<file path="config.mk">
export PLATFORM = sky130hd
export DESIGN_NAME = timer_capture_compare_unit
export DESIGN_NICKNAME = d
export VERILOG_FILES = /design/src/logic/tcc_pkg.sv /design/src/logic/capture_edge_sync.sv /design/src/logic/timer_capture_compare_unit.sv
export VERILOG_INCLUDE_DIRS = /design/src /design/src/logic
export SDC_FILE = /design/constraint.sdc
export NUM_CORES = 1
export LEC_CHECK = 0
export BUFFER_PORTS_ARGS = -buffer_cell sky130_fd_sc_hd__buf_2
export CORE_ASPECT_RATIO = 1.4
export CORE_MARGIN = 1
export CORE_UTILIZATION = 55
export CTS_CLUSTER_DIAMETER = 30
export DETAILED_ROUTE_END_ITERATION = 7
export PLACE_DENSITY = 0.76
export SETUP_SLACK_MARGIN = 0.4
export SLEW_MARGIN = 20
export SYNTH_ARGS = -nofsm -noshare
export SYNTH_HDL_FRONTEND = slang
export SYNTH_SLANG_ARGS = --single-unit
</file>
<file path="constraint.sdc">
create_clock -name hclk -period 5.7 [get_ports hclk]
set_input_delay 0.57 -clock hclk [delete_from_list [all_inputs] [get_ports hclk]]
set_output_delay 0.57 -clock hclk [all_outputs]
set_load 0.02 [all_outputs]
</file>
<file path="src/logic/tcc_cfg.svh">
// register offsets, field positions, reset values for the capture/compare timer
`ifndef TCC_CFG_SVH
`define TCC_CFG_SVH

// ----------------------------------------------------------------
// register byte offsets (one aligned word each)
// ----------------------------------------------------------------
`define TCC_OFS_CTRL_TWO 8'h00
`define TCC_OFS_CTRL_ONE 8'h04
`define TCC_OFS_STATUS 8'h08
`define TCC_OFS_CAP1_HI 8'h0c
`define TCC_OFS_CAP1_LO 8'h10
`define TCC_OFS_CMP1_HI 8'h14
`define TCC_OFS_CMP1_LO 8'h18
`define TCC_OFS_CNT_HI 8'h1c
`define TCC_OFS_CNT_LO 8'h20
`define TCC_OFS_ACNT_HI 8'h24
`define TCC_OFS_ACNT_LO 8'h28
`define TCC_OFS_CAP2_HI 8'h2c
`define TCC_OFS_CAP2_LO 8'h30
`define TCC_OFS_CMP2_HI 8'h34
`define TCC_OFS_CMP2_LO 8'h38

// ----------------------------------------------------------------
// status bit positions
// ----------------------------------------------------------------
`define TCC_ST_CAP1 7
`define TCC_ST_CMP1 6
`define TCC_ST_OVF 5
`define TCC_ST_CAP2 4
`define TCC_ST_CMP2 3

// ----------------------------------------------------------------
// reset values and clock select codes
// ----------------------------------------------------------------
`define TCC_CMP_RESET 16'h8000
`define TCC_CNT_RESET 16'hfffc
`define TCC_CNT_TOP 16'hffff
`define TCC_CC_DIV4 2'h0
`define TCC_CC_DIV2 2'h1
`define TCC_CC_DIV8 2'h2
`define TCC_CC_EXT 2'h3

`endif

</file>
<file path="src/logic/tcc_pkg.sv">
// types shared by the capture/compare timer files
package tcc_pkg;

	// control register one, msb first
	typedef struct packed {
		logic capture_irq_enable;
		logic compare_irq_enable;
		logic overflow_irq_enable;
		logic force_output_level_2;
		logic force_output_level_1;
		logic compare_output_level_2;
		logic capture_edge_select_1;
		logic compare_output_level_1;
	} ctrl_one_type;

	// control register two, msb first
	typedef struct packed {
		logic compare_pin_enable_1;
		logic compare_pin_enable_2;
		logic single_pulse_mode;
		logic pwm_mode;
		logic [1:0] clock_select;
		logic capture_edge_select_2;
		logic ext_edge_select;
	} ctrl_two_type;

endpackage

</file>
<file path="src/logic/capture_edge_sync.sv">
// capture pin synchroniser and selectable edge detector
`timescale 1ns/1ns
module capture_edge_sync (
	input wire logic hclk,
	input wire logic hresetn,
	input wire logic pin,
	input wire logic rising_sel,
	output logic edge_pulse
);
	logic meta_r;
	logic sync_r;
	logic prev_r;

	// two-flop synchroniser plus history for edge detection
	always_ff @(posedge hclk or negedge hresetn) begin
		if (!hresetn) begin
			meta_r <= 1'b0;
			sync_r <= 1'b0;
			prev_r <= 1'b0;
		end else begin
			meta_r <= pin;
			sync_r <= meta_r;
			prev_r <= sync_r;
		end
	end

	// one-cycle pulse on the chosen transition
	assign edge_pulse = rising_sel ? (sync_r & ~prev_r) : (~sync_r & prev_r);
endmodule

</file>
<file path="src/logic/timer_capture_compare_unit.sv">
// capture/compare section of a 16-bit free-running timer, ahb-lite slave
//
// Local design decisions: the register addresses and the AHB-Lite register port.
`timescale 1ns/1ns
`include "tcc_cfg.svh"

// Functional notes
// - each capture channel latches the 16-bit counter on its active edge
// - capture registers are read-only; writes leave them unchanged
// - edge select bit per channel, one in each control register
// - capture sets flag; irq when enabled and global mask clear, else pending
// - one capture irq enable covers both capture pins
// - capture flag clears by status read while set then low byte access
// - high byte read blocks capture and flag until low byte read
// - capture register always holds the latest capture value
// - single pulse or pwm mode leaves only capture channel two working
// - capture pins always feed the timer, whatever the pin direction
// - both compare registers compared with the counter each timer clock
// - compare registers read/write, untouched by hardware, reset 8000h
// - match sets flag (not channel one in single pulse or pwm mode, not channel two in pwm mode), drives programmed level; pin latch low in reset
// - pin enable clear: no level driven, interrupt still possible
// - compare flag clears by status read then low byte access; irq gating
// - compare high byte write suspends compare until low byte write
// - divide-by-two matches at value, other clocks at value plus one
// - force bit copies level to pin, no flag and no interrupt
// - force bits ignored in single pulse or pwm mode
// - both clock select bits set selects the external clock
// - counter low or alternate low write reloads counter with fffch
module timer_capture_compare_unit (
	input wire logic hclk,
	input wire logic hresetn,
	input wire logic hsel,
	input wire logic [7:0] haddr,
	input wire logic [1:0] htrans,
	input wire logic hwrite,
	input wire logic [2:0] hsize,
	input wire logic [31:0] hwdata,
	input wire logic hready,
	output logic [31:0] hrdata,
	output logic hreadyout,
	output logic hresp,
	input wire logic [1:0] capture_pin,
	input wire logic ext_clk_pin,
	input wire logic irq_global_mask,
	output logic [1:0] compare_pin_o,
	output logic [1:0] compare_pin_oe,
	output logic timer_irq
);
	// ----------------------------------------------------------------
	// state
	// ----------------------------------------------------------------
	tcc_pkg::ctrl_one_type ctrl_one_r;
	tcc_pkg::ctrl_two_type ctrl_two_r;
	logic [15:0] counter_r;
	logic [2:0] presc_r;
	logic ext_prev_r;
	logic [1:0][15:0] cap_r;
	logic [1:0][15:0] cmp_r;
	logic [1:0] icf_r;
	logic [1:0] ocf_r;
	logic [1:0] ic_arm_r;
	logic [1:0] oc_arm_r;
	logic tof_r;
	logic tof_arm_r;
	logic [1:0] cap_inh_r;
	logic [1:0] cmp_inh_r;
	logic [1:0] match_prev_r;
	logic [1:0] pin_lvl_r;
	logic [7:0] cnt_buf_r;
	logic cnt_seq_r;
	logic wr_r;
	logic [7:0] addr_r;
	logic [31:0] hrdata_r;
	logic [31:0] hrdata_nxt;

	// ----------------------------------------------------------------
	// helper functions
	// ----------------------------------------------------------------
	// timer tick from clock select, prescaler and external edge
	function automatic logic tick_of(input logic [1:0] cc, input logic [2:0] pr,
		input logic ext_edge);
		logic t;
		t = 1'b0;
		unique case (cc)
			`TCC_CC_DIV2: t = pr[0];
			`TCC_CC_DIV4: t = &pr[1:0];
			`TCC_CC_DIV8: t = &pr;
			`TCC_CC_EXT: t = ext_edge;
		endcase
		return t;
	endfunction

	// address compare used for every bus decode strobe; read data selection cases on haddr
	function automatic logic hit(input logic [7:0] a, input logic [7:0] ofs);
		return a == ofs;
	endfunction

	// ----------------------------------------------------------------
	// bus decode
	// ----------------------------------------------------------------
	wire ap = hsel & htrans[1] & hready;
	wire rd_ap = ap & ~hwrite;
	wire wr_ap = ap & hwrite;
	wire [7:0] wdata = hwdata[7:0];
	wire rd_status = rd_ap & hit(haddr, `TCC_OFS_STATUS);
	wire rd_cnt_hi = rd_ap & (hit(haddr, `TCC_OFS_CNT_HI) | hit(haddr, `TCC_OFS_ACNT_HI));
	wire rd_cnt_lo = rd_ap & (hit(haddr, `TCC_OFS_CNT_LO) | hit(haddr, `TCC_OFS_ACNT_LO));
	wire acc_cnt_lo = (rd_ap & hit(haddr, `TCC_OFS_CNT_LO)) | (wr_r & hit(addr_r, `TCC_OFS_CNT_LO));
	wire wr_cnt_any = wr_r & (hit(addr_r, `TCC_OFS_CNT_LO) | hit(addr_r, `TCC_OFS_ACNT_LO));
	wire wr_ctrl_one = wr_r & hit(addr_r, `TCC_OFS_CTRL_ONE);
	wire wr_ctrl_two = wr_r & hit(addr_r, `TCC_OFS_CTRL_TWO);
	wire [1:0] rd_cap_hi = {rd_ap & hit(haddr, `TCC_OFS_CAP2_HI),
		rd_ap & hit(haddr, `TCC_OFS_CAP1_HI)};
	wire [1:0] rd_cap_lo = {rd_ap & hit(haddr, `TCC_OFS_CAP2_LO),
		rd_ap & hit(haddr, `TCC_OFS_CAP1_LO)};
	wire [1:0] wr_cap_lo = {wr_r & hit(addr_r, `TCC_OFS_CAP2_LO),
		wr_r & hit(addr_r, `TCC_OFS_CAP1_LO)};
	wire [1:0] wr_cmp_hi = {wr_r & hit(addr_r, `TCC_OFS_CMP2_HI),
		wr_r & hit(addr_r, `TCC_OFS_CMP1_HI)};
	wire [1:0] wr_cmp_lo = {wr_r & hit(addr_r, `TCC_OFS_CMP2_LO),
		wr_r & hit(addr_r, `TCC_OFS_CMP1_LO)};
	wire [1:0] rd_cmp_lo = {rd_ap & hit(haddr, `TCC_OFS_CMP2_LO),
		rd_ap & hit(haddr, `TCC_OFS_CMP1_LO)};
	wire [1:0] cap_lo_acc = rd_cap_lo | wr_cap_lo;
	wire [1:0] cmp_lo_acc = rd_cmp_lo | wr_cmp_lo;

	// ----------------------------------------------------------------
	// mode and clock decode
	// ----------------------------------------------------------------
	wire special_mode = ctrl_two_r.single_pulse_mode | ctrl_two_r.pwm_mode;
	wire ext_sync_edge = ctrl_two_r.ext_edge_select ? (ext_clk_pin & ~ext_prev_r)
		: (~ext_clk_pin & ext_prev_r);
	wire tick = tick_of(ctrl_two_r.clock_select, presc_r, ext_sync_edge);
	wire div2 = ctrl_two_r.clock_select == `TCC_CC_DIV2;
	wire ovf_evt = tick & (counter_r == `TCC_CNT_TOP) & ~wr_cnt_any;
	wire [15:0] counter_nxt = wr_cnt_any ? `TCC_CNT_RESET
		: (tick ? counter_r + 16'h0001 : counter_r);

	// ----------------------------------------------------------------
	// capture path
	// ----------------------------------------------------------------
	logic [1:0] cap_edge;
	wire [1:0] edge_sel = {ctrl_two_r.capture_edge_select_2,
		ctrl_one_r.capture_edge_select_1};

	// one synchroniser per pin, wired regardless of pin direction
	capture_edge_sync u_cap_sync1 (
		.hclk(hclk),
		.hresetn(hresetn),
		.pin(capture_pin[0]),
		.rising_sel(edge_sel[0]),
		.edge_pulse(cap_edge[0])
	);
	capture_edge_sync u_cap_sync2 (
		.hclk(hclk),
		.hresetn(hresetn),
		.pin(capture_pin[1]),
		.rising_sel(edge_sel[1]),
		.edge_pulse(cap_edge[1])
	);

	// channel one gated off in special modes, both by read inhibit
	wire [1:0] cap_evt = cap_edge & ~cap_inh_r & {1'b1, ~special_mode};

	// ----------------------------------------------------------------
	// compare path
	// ----------------------------------------------------------------
	wire [1:0] match_now;
	assign match_now[0] = counter_r == (div2 ? cmp_r[0] : cmp_r[0] + 16'h0001);
	assign match_now[1] = counter_r == (div2 ? cmp_r[1] : cmp_r[1] + 16'h0001);
	wire [1:0] cmp_evt = match_now & ~match_prev_r & ~cmp_inh_r;
	wire [1:0] ocf_allow = {~ctrl_two_r.pwm_mode, ~special_mode};
	wire [1:0] pin_en = {ctrl_two_r.compare_pin_enable_2, ctrl_two_r.compare_pin_enable_1};
	wire [1:0] olvl = {ctrl_one_r.compare_output_level_2, ctrl_one_r.compare_output_level_1};
	wire [7:0] wr_one = wdata;
	wire [1:0] force_wr = {wr_ctrl_one & wr_one[4], wr_ctrl_one & wr_one[3]}
		& {2{~special_mode}};
	wire [1:0] force_lvl = {wr_one[2], wr_one[0]};

	// ----------------------------------------------------------------
	// flag next values: a set wins over a clear
	// ----------------------------------------------------------------
	wire [1:0] icf_nxt = cap_evt | (icf_r & ~(ic_arm_r & cap_lo_acc));
	wire [1:0] ocf_nxt = (cmp_evt & ocf_allow) | (ocf_r & ~(oc_arm_r & cmp_lo_acc));
	wire tof_nxt = ovf_evt | (tof_r & ~(tof_arm_r & acc_cnt_lo));
	wire [7:0] status_byte = {icf_r[0], ocf_r[0], tof_r, icf_r[1], ocf_r[1], 3'h0};

	// irq pending until enable set and global mask clear
	assign timer_irq = ~irq_global_mask & ((ctrl_one_r.capture_irq_enable & |icf_r)
		| (ctrl_one_r.compare_irq_enable & |ocf_r)
		| (ctrl_one_r.overflow_irq_enable & tof_r));

	// ----------------------------------------------------------------
	// read data selection
	// ----------------------------------------------------------------
	always_comb begin
		hrdata_nxt = 32'h0000_0000;
		unique case (haddr)
			`TCC_OFS_CTRL_TWO: hrdata_nxt[7:0] = ctrl_two_r;
			`TCC_OFS_CTRL_ONE: hrdata_nxt[7:0] = ctrl_one_r & 8'he7;
			`TCC_OFS_STATUS: hrdata_nxt[7:0] = status_byte;
			`TCC_OFS_CAP1_HI: hrdata_nxt[7:0] = cap_r[0][15:8];
			`TCC_OFS_CAP1_LO: hrdata_nxt[7:0] = cap_r[0][7:0];
			`TCC_OFS_CAP2_HI: hrdata_nxt[7:0] = cap_r[1][15:8];
			`TCC_OFS_CAP2_LO: hrdata_nxt[7:0] = cap_r[1][7:0];
			`TCC_OFS_CMP1_HI: hrdata_nxt[7:0] = cmp_r[0][15:8];
			`TCC_OFS_CMP1_LO: hrdata_nxt[7:0] = cmp_r[0][7:0];
			`TCC_OFS_CMP2_HI: hrdata_nxt[7:0] = cmp_r[1][15:8];
			`TCC_OFS_CMP2_LO: hrdata_nxt[7:0] = cmp_r[1][7:0];
			`TCC_OFS_CNT_HI, `TCC_OFS_ACNT_HI: hrdata_nxt[7:0] = counter_r[15:8];
			`TCC_OFS_CNT_LO, `TCC_OFS_ACNT_LO:
				hrdata_nxt[7:0] = cnt_seq_r ? cnt_buf_r : counter_r[7:0];
			default: hrdata_nxt = 32'h0000_0000;
		endcase
	end

	// ----------------------------------------------------------------
	// bus slave registers
	// ----------------------------------------------------------------
	// zero wait state; read data registered at address phase
	always_ff @(posedge hclk or negedge hresetn) begin
		if (!hresetn) begin
			wr_r <= 1'b0;
			addr_r <= 8'h00;
			hrdata_r <= 32'h0000_0000;
		end else begin
			wr_r <= wr_ap;
			addr_r <= ap ? haddr : addr_r;
			hrdata_r <= rd_ap ? hrdata_nxt : hrdata_r;
		end
	end
	assign hrdata = hrdata_r;
	assign hreadyout = 1'b1;
	assign hresp = 1'b0;

	// ----------------------------------------------------------------
	// control registers, counter and prescaler
	// ----------------------------------------------------------------
	always_ff @(posedge hclk or negedge hresetn) begin
		if (!hresetn) begin
			ctrl_one_r <= '0;
			ctrl_two_r <= '0;
			counter_r <= `TCC_CNT_RESET;
			presc_r <= 3'h0;
			ext_prev_r <= 1'b0;
			cnt_buf_r <= 8'h00;
			cnt_seq_r <= 1'b0;
		end else begin
			ctrl_one_r <= wr_ctrl_one ? tcc_pkg::ctrl_one_type'(wdata) : ctrl_one_r;
			ctrl_two_r <= wr_ctrl_two ? tcc_pkg::ctrl_two_type'(wdata) : ctrl_two_r;
			counter_r <= counter_nxt;
			presc_r <= presc_r + 3'h1;
			ext_prev_r <= ext_clk_pin;
			cnt_buf_r <= rd_cnt_hi ? counter_r[7:0] : cnt_buf_r;
			cnt_seq_r <= rd_cnt_hi | (cnt_seq_r & ~rd_cnt_lo);
		end
	end

	// ----------------------------------------------------------------
	// capture values, inhibit and flags
	// ----------------------------------------------------------------
	always_ff @(posedge hclk or negedge hresetn) begin
		if (!hresetn) begin
			cap_r <= '0;
			cap_inh_r <= 2'h0;
			icf_r <= 2'h0;
			ic_arm_r <= 2'h0;
		end else begin
			for (int i = 0; i < 2; i++) begin
				cap_r[i] <= cap_evt[i] ? counter_r : cap_r[i];
				cap_inh_r[i] <= rd_cap_hi[i] | (cap_inh_r[i] & ~rd_cap_lo[i]);
				ic_arm_r[i] <= rd_status ? icf_r[i] : (ic_arm_r[i] & ~cap_lo_acc[i]);
			end
			icf_r <= icf_nxt;
		end
	end

	// ----------------------------------------------------------------
	// compare values, inhibit, flags and pin latch
	// ----------------------------------------------------------------
	always_ff @(posedge hclk or negedge hresetn) begin
		if (!hresetn) begin
			cmp_r <= {`TCC_CMP_RESET, `TCC_CMP_RESET};
			cmp_inh_r <= 2'h0;
			ocf_r <= 2'h0;
			oc_arm_r <= 2'h0;
			match_prev_r <= 2'h0;
			pin_lvl_r <= 2'h0;
			tof_r <= 1'b0;
			tof_arm_r <= 1'b0;
		end else begin
			for (int i = 0; i < 2; i++) begin
				if (wr_cmp_hi[i]) begin
					cmp_r[i][15:8] <= wdata;
				end
				if (wr_cmp_lo[i]) begin
					cmp_r[i][7:0] <= wdata;
				end
				cmp_inh_r[i] <= wr_cmp_hi[i] | (cmp_inh_r[i] & ~wr_cmp_lo[i]);
				oc_arm_r[i] <= rd_status ? ocf_r[i] : (oc_arm_r[i] & ~cmp_lo_acc[i]);
				if (force_wr[i]) begin
					pin_lvl_r[i] <= force_lvl[i];
				end else if (cmp_evt[i] & pin_en[i]) begin
					pin_lvl_r[i] <= olvl[i];
				end
			end
			match_prev_r <= match_now;
			ocf_r <= ocf_nxt;
			tof_r <= tof_nxt;
			tof_arm_r <= rd_status ? tof_r : (tof_arm_r & ~acc_cnt_lo);
		end
	end

	// pin driven only while its compare pin enable is set
	assign compare_pin_o = pin_lvl_r;
	assign compare_pin_oe = pin_en;
endmodule

</file>
* Yosys cells after proc, flatten, opt, wreduce, memory -nomap -nowiden
Cells that the tools add are included.
Word-level totals: word-level logic and storage cells 214, output and inout port bits 39, input port bits 54, flip-flop bits (word level) 148
Operators by class: mux-type cells 19, reductions and logical operators 12, add/subtract/negate cells 4, bitwise gates (word level) 106, eq/ne operators 29
Operators with widths (count):
- case mux 8 bit (13 select lines) | 1
- equality test 8 x 6 -> 1 bit (second input constant) | 12
- two-way mux 16 bit | 4
- equality test 8 x 5 -> 1 bit (second input constant) | 7
- bitwise AND 1 bit | 52
- adder 16 x 1 -> 16 bit (second input constant) | 3
- equality test 16 bit | 2
- inverter 1 bit | 22
- bitwise AND 2 bit | 10
- equality test 16 bit (second input constant) | 1
- equality test 8 x 3 -> 1 bit (second input constant) | 2
- equality test 8 x 4 -> 1 bit (second input constant) | 2
- logical NOT 8 bit | 2
- bitwise OR 1 bit | 13
- two-way mux 1 bit | 12
- inverter 2 bit | 5
- two-way mux 8 bit | 1
- bitwise OR 2 bit | 4
- OR reduction 2 bit | 4
- nonzero test 2 bit | 3
- equality test 2 bit (second input constant) | 2
- case mux 1 bit (4 select lines) | 1
- adder 3 x 1 -> 3 bit (second input constant) | 1
- AND reduction 3 bit | 1
- 3 further kinds | 3

* Longest topological paths before layout
depth in word-level cells 9, mapped depth 9, depth with buffers taken out 8

* Hierarchy
A second synthesis with hierarchy kept.
Second synthesis, totals: cell total of the unflattened synthesis 790, area total of the unflattened synthesis 8296.7 µm²
Modules (own cells, without submodules):
- timer_capture_compare_unit | instances 1, area an instance 8101.5 µm², sequential area each 3573.4 µm², cells each 778
- capture_edge_sync | instances 2, area an instance 97.6 µm², sequential area each 75.1 µm², cells each 6

* Least setup slack after synthesis
OpenSTA, ideal clock, no wires.
kind reg2reg, from register counter_r[5], to register ocf_r[1], data arrival time 2.210 ns, data required time 5.608 ns, period minus slack after synthesis 2.302 ns, cell stages (with the launch flop) 9, library setup time 0.092 ns, slack 3.398 ns, path buffers 1, cell sequence dfstp_2 > clkbuf_1 > xor2_1 > o22ai_2 > o221ai_2 > a2111oi_2 > o211ai_1 > or3_1 > o31ai_2
Between the ends: word-level cells in the longest chain between the ends 5
RTL lines:
- from (decl) | line timer_capture_compare_unit.sv:54 | logic [15:0] counter_r;
- from (signal assigned) | line timer_capture_compare_unit.sv:243 | counter_r <= `TCC_CNT_RESET;
- from (signal assigned) | line timer_capture_compare_unit.sv:251 | counter_r <= counter_nxt;
- equality test 16 bit | line timer_capture_compare_unit.sv:170 | assign match_now[1] = counter_r == (div2 ? cmp_r[1] : cmp_r[1] + 16'h0001);
- bitwise AND 2 bit (2 in series) | line timer_capture_compare_unit.sv:171 | wire [1:0] cmp_evt = match_now & ~match_prev_r & ~cmp_inh_r;
- bitwise AND 2 bit | line timer_capture_compare_unit.sv:184 | wire [1:0] ocf_nxt = (cmp_evt & ocf_allow) | (ocf_r & ~(oc_arm_r & cmp_lo_acc));
- bitwise OR 2 bit | line timer_capture_compare_unit.sv:184
- named net ocf_nxt[1] | line timer_capture_compare_unit.sv:184
- to (signal assigned) | line timer_capture_compare_unit.sv:308 | ocf_r <= ocf_nxt;
- to (decl) | line timer_capture_compare_unit.sv:60 | logic [1:0] ocf_r;
The timed path passes the listed nets, and every way through them passes these cells. A chain may end at the register's enable or synchronous reset.

* Worst setup path in the final report
from register presc_r[0], to register counter_r[10]
Between the ends: word-level cells in the longest chain between the ends 3, elaborated cells between the ends (all ways) 4, classes of those cells mux (1); reduce/logical (3)
RTL lines:
- from (decl) | line timer_capture_compare_unit.sv:55 | logic [2:0] presc_r;
- from (signal assigned) | line timer_capture_compare_unit.sv:252 | presc_r <= presc_r + 3'h1;
- AND reduction 3 bit / AND reduction 2 bit (equally long branches) | line timer_capture_compare_unit.sv:87, timer_capture_compare_unit.sv:86
- case mux 1 bit (4 select lines) * | line timer_capture_compare_unit.sv:84 | unique case (cc)
- nonzero test 2 bit (no source line) *
Mark *: on every way between the ends. The rest lies on a longest branch, timed or not.

==> results.md <==
- Synth warn: 0
- Final RePlAce weighted congestion: 0.977
- Post-CTS setup repair buffer count: 0
- Number of flops mapped to enable cells by yosys: 0
- Synth top area share: 40.6%
- Clk_lat worst skew: 430 ps
- Final Max Slew Viols: 0
- Starting DRT DRC Count: 545
- Fill count: 1,154
- Final hold violations: 0
- Worst hold slack: 223 ps
- Synth Area in Simple Gates: 15.8%
- Commonest non-fill, non-tap cell in the layout: dfrtp_1
- CP required: between 6000 and 7000 ps
- R2r endpoint: counter_r[10]
- Port Buffer Count: 38
- Post-Syn Area: 0.00815 mm²
- P_leak: 3.65 nW
- Share of cells above drive strength 1: 25.4%
- Hold Crit Class: in -> async
- Final period utilization: a little under half
- Vias in the first global route: a little under 7,000
- Ys async rst share: between 90% and 100%
- Crit Path Category: reg -> reg
- Post-synthesis mux area share: between 10% and 20%
- Maxcap violations: 0
- Final #Nets: 846
- Routed WL: about 24,000 µm
- Cell Rows: 52
- Die area: 0.0153 mm²
- Drt pass-1 iters: 6
- Worst path arrival time: 3040 ps
- Detailed-route vias per instance: 6.66
- CTS Hold Buffers Added: 0
- Compound-Gate Fraction of Synth Area: 13.2%
- Slew at the pin closest to its max-slew limit: 1080 ps
- Vias: 6,590
- Flop2flop setup slack: 2990 ps
- CTS root buf: clkbuf_16
- DP Wirelength: 16,700 µm
- Max Freq: approximately 370 MHz
- Post-Synth XOR/XNOR Area: roughly 5.4%
- R2r worst-path depth: 8
- Pwr Density: around 400 mW/mm²
- Yosys top cell by area: dfrtp_1
- First-pass GRT wire length: 37,200 µm
- Main synth FF type: dfrtp_1
- Combinational family with the most area after synthesis: simple AND/OR/NAND/NOR gates
- Clock slew at reported path FFs: 70 ps
- Peak supply drop: 0.231 mV
- Grt ovf: 0
- CP Capture Type: flop
- FF+latch count, synth: 148
- Die height: approximately 150 µm
- CTS tree: yes
- Fin Clk Skew: 8.86 ps
- H-tree depth: 4
- Routed Antenna Nets: 0
- Area contributors post-synth: dfrtp_1 41%, mux2_2 12%, dfstp_2 5.2%, xor2_1 3.1%, nand2_1 2.9%
- Initial antenna violation count: 0
- Outcome: completed
- Total track usage: 32.6%
- CTS Buffer Depth: 2
- IO Count: 93
- Rel. slew slack: 27.5%
- Reg2reg start: presc_r[0]
- # setup viols final: 0
- WL/cell: 24.1 µm
- Initial Utilization: a little under three fifths
- Post-Syn Area per Cell: ~11 µm²
- Clock Sinks: 148
- # DRC: 0
- RSZ-0062 raised after global routing: false
- CP Launch Type: flop
- Mapped Cells: 770
- Most frequent cells in the layout: 132 x dfrtp_1, 89 x mux2_2, 64 x nand2_1
- Crit-path max FO: 10
- CTS Buf Count: 17
- Resized Gates After CTS: 0
- Area Growth Syn to Fin: 9.42%
- Core Region: 0.0144 mm²
- Largest net degree at the start of global routing: 100
- Chip Width: ~100 µm
- Period minus WS final: 2710 ps
- Yosys cell types: 76
- Antenna cell count: 0
- Setup TNS: 0 ps
- Register area share after synthesis: 45.7%
- Synth Area in Adders: 0.768%
==> where the power goes <==
part,switching (mW),total (mW),internal (mW)
Clock,0.498,1.09,0.592
Combinational,0.409,0.761,0.352
Sequential,0.373,1.67,1.30
==> registers in the layout, indices dropped and copies added (netlist names), 2 cells and up <==
name,flops
oc_arm_r,2
compare_pin_o,2
cnt_buf_r,8
cmp_r,32
presc_r,3
match_prev_r,2
ocf_r,2
ic_arm_r,2
icf_r,2
hrdata,8
cap_r,32
addr_r,8
counter_r,16
cap_inh_r,2
ctrl_two_r,6
cmp_inh_r,2
ctrl_one_r,6
compare_pin_oe,2
==> per-layer routing <==
metal	global-route usage [%]	up-vias	wire, µm
met5	0	-	0
met4	21.8	0	1670
met3	7.03	129	1920
met2	54.6	393	11700
met1	37.5	3272	8540
li1	-	2796	-
==> critical path, cell delays in order, from the launching register on <==
cell     delay [ps]
dfrtp_1         400
ha_1            220
ha_1            180
mux2_2          260
a21oi_1         690
nor2b_1         370
nand4_1         230
xor2_1          160
nand2_1          80
==> kinds of logic (layout without fill, tap and decap cells) <==
group	Yosys count	count (layout)
xor+xnor	50	50
compound gates	144	144
fa+ha+maj	5	5
simple gates	238	238
flops	148	148
buf+inv	83	89
mux	100	100
other cells	2	26
==> worst max-delay path by stage <==
stage | startpoint | cells past startpoint | endpoint | slack (ps)
global route | ctrl_two_r[3] | 7 | compare_pin_o[0] | 2920
floorplan | counter_r[5] | 8 | ocf_r[1] | 3400
CTS | hsel | 7 | ocf_r[1] | 3000
detailed placement | hsel | 7 | ocf_r[1] | 2590
global placement | hready | 7 | ocf_r[1] | 2630
finish | presc_r[0] | 8 | counter_r[10] | 2990
==> final cells by class <==
class	instances	area, µm²	share of cell area, %
tap	189	236	2.65
timing repair buffer	42	226	2.54
sequential	148	3720	41.8
clock inverter	14	138	1.54
inverter	15	56.3	0.632
multi-input combinational	563	4090	45.9
clock buffer	18	439	4.93
==> stage by stage <==
stage | std cells | total power [mW] | util, % | worst slack, ps | instance area [µm²]
2_1_floorplan | 794 | 2.13 | - | 3400 | 8240
3_3_place_gp | 957 | 2.36 | 57.6 | 2630 | 8320
3_5_place_dp | 957 | 2.42 | 57.6 | 2590 | 8320
4_1_cts | 989 | 3.50 | 61.6 | 3000 | 8890
5_1_grt | 989 | 3.66 | 61.7 | 2920 | 8910
6_report | 989 | 3.53 | 61.7 | 2990 | 8910
==> synthesized netlist by cell type, types with 4 or more instances <==
cell type,number
dfrtp_1,132
mux2_2,89
nand2_1,64
nor2_1,49
clkbuf_1,31
buf_4,29
xor2_1,29
o21ai_0,26
nand3_1,24
xnor2_1,21
a22oi_1,20
nand4_1,19
a21oi_1,16
dfstp_2,16
inv_1,15
a221oi_1,11
mux2i_1,11
and3_1,10
nand2b_1,9
nor3_1,9
a22o_1,7
a31oi_1,7
nor2b_1,6
o211ai_1,6
a21boi_0,5
ha_1,5
nand3b_1,5
nor4_2,5
o2bb2ai_1,5
or3_1,5
a211oi_1,4
nor4_1,4
o21a_1,4
Note: power is estimated with default switching activity, not from simulation.
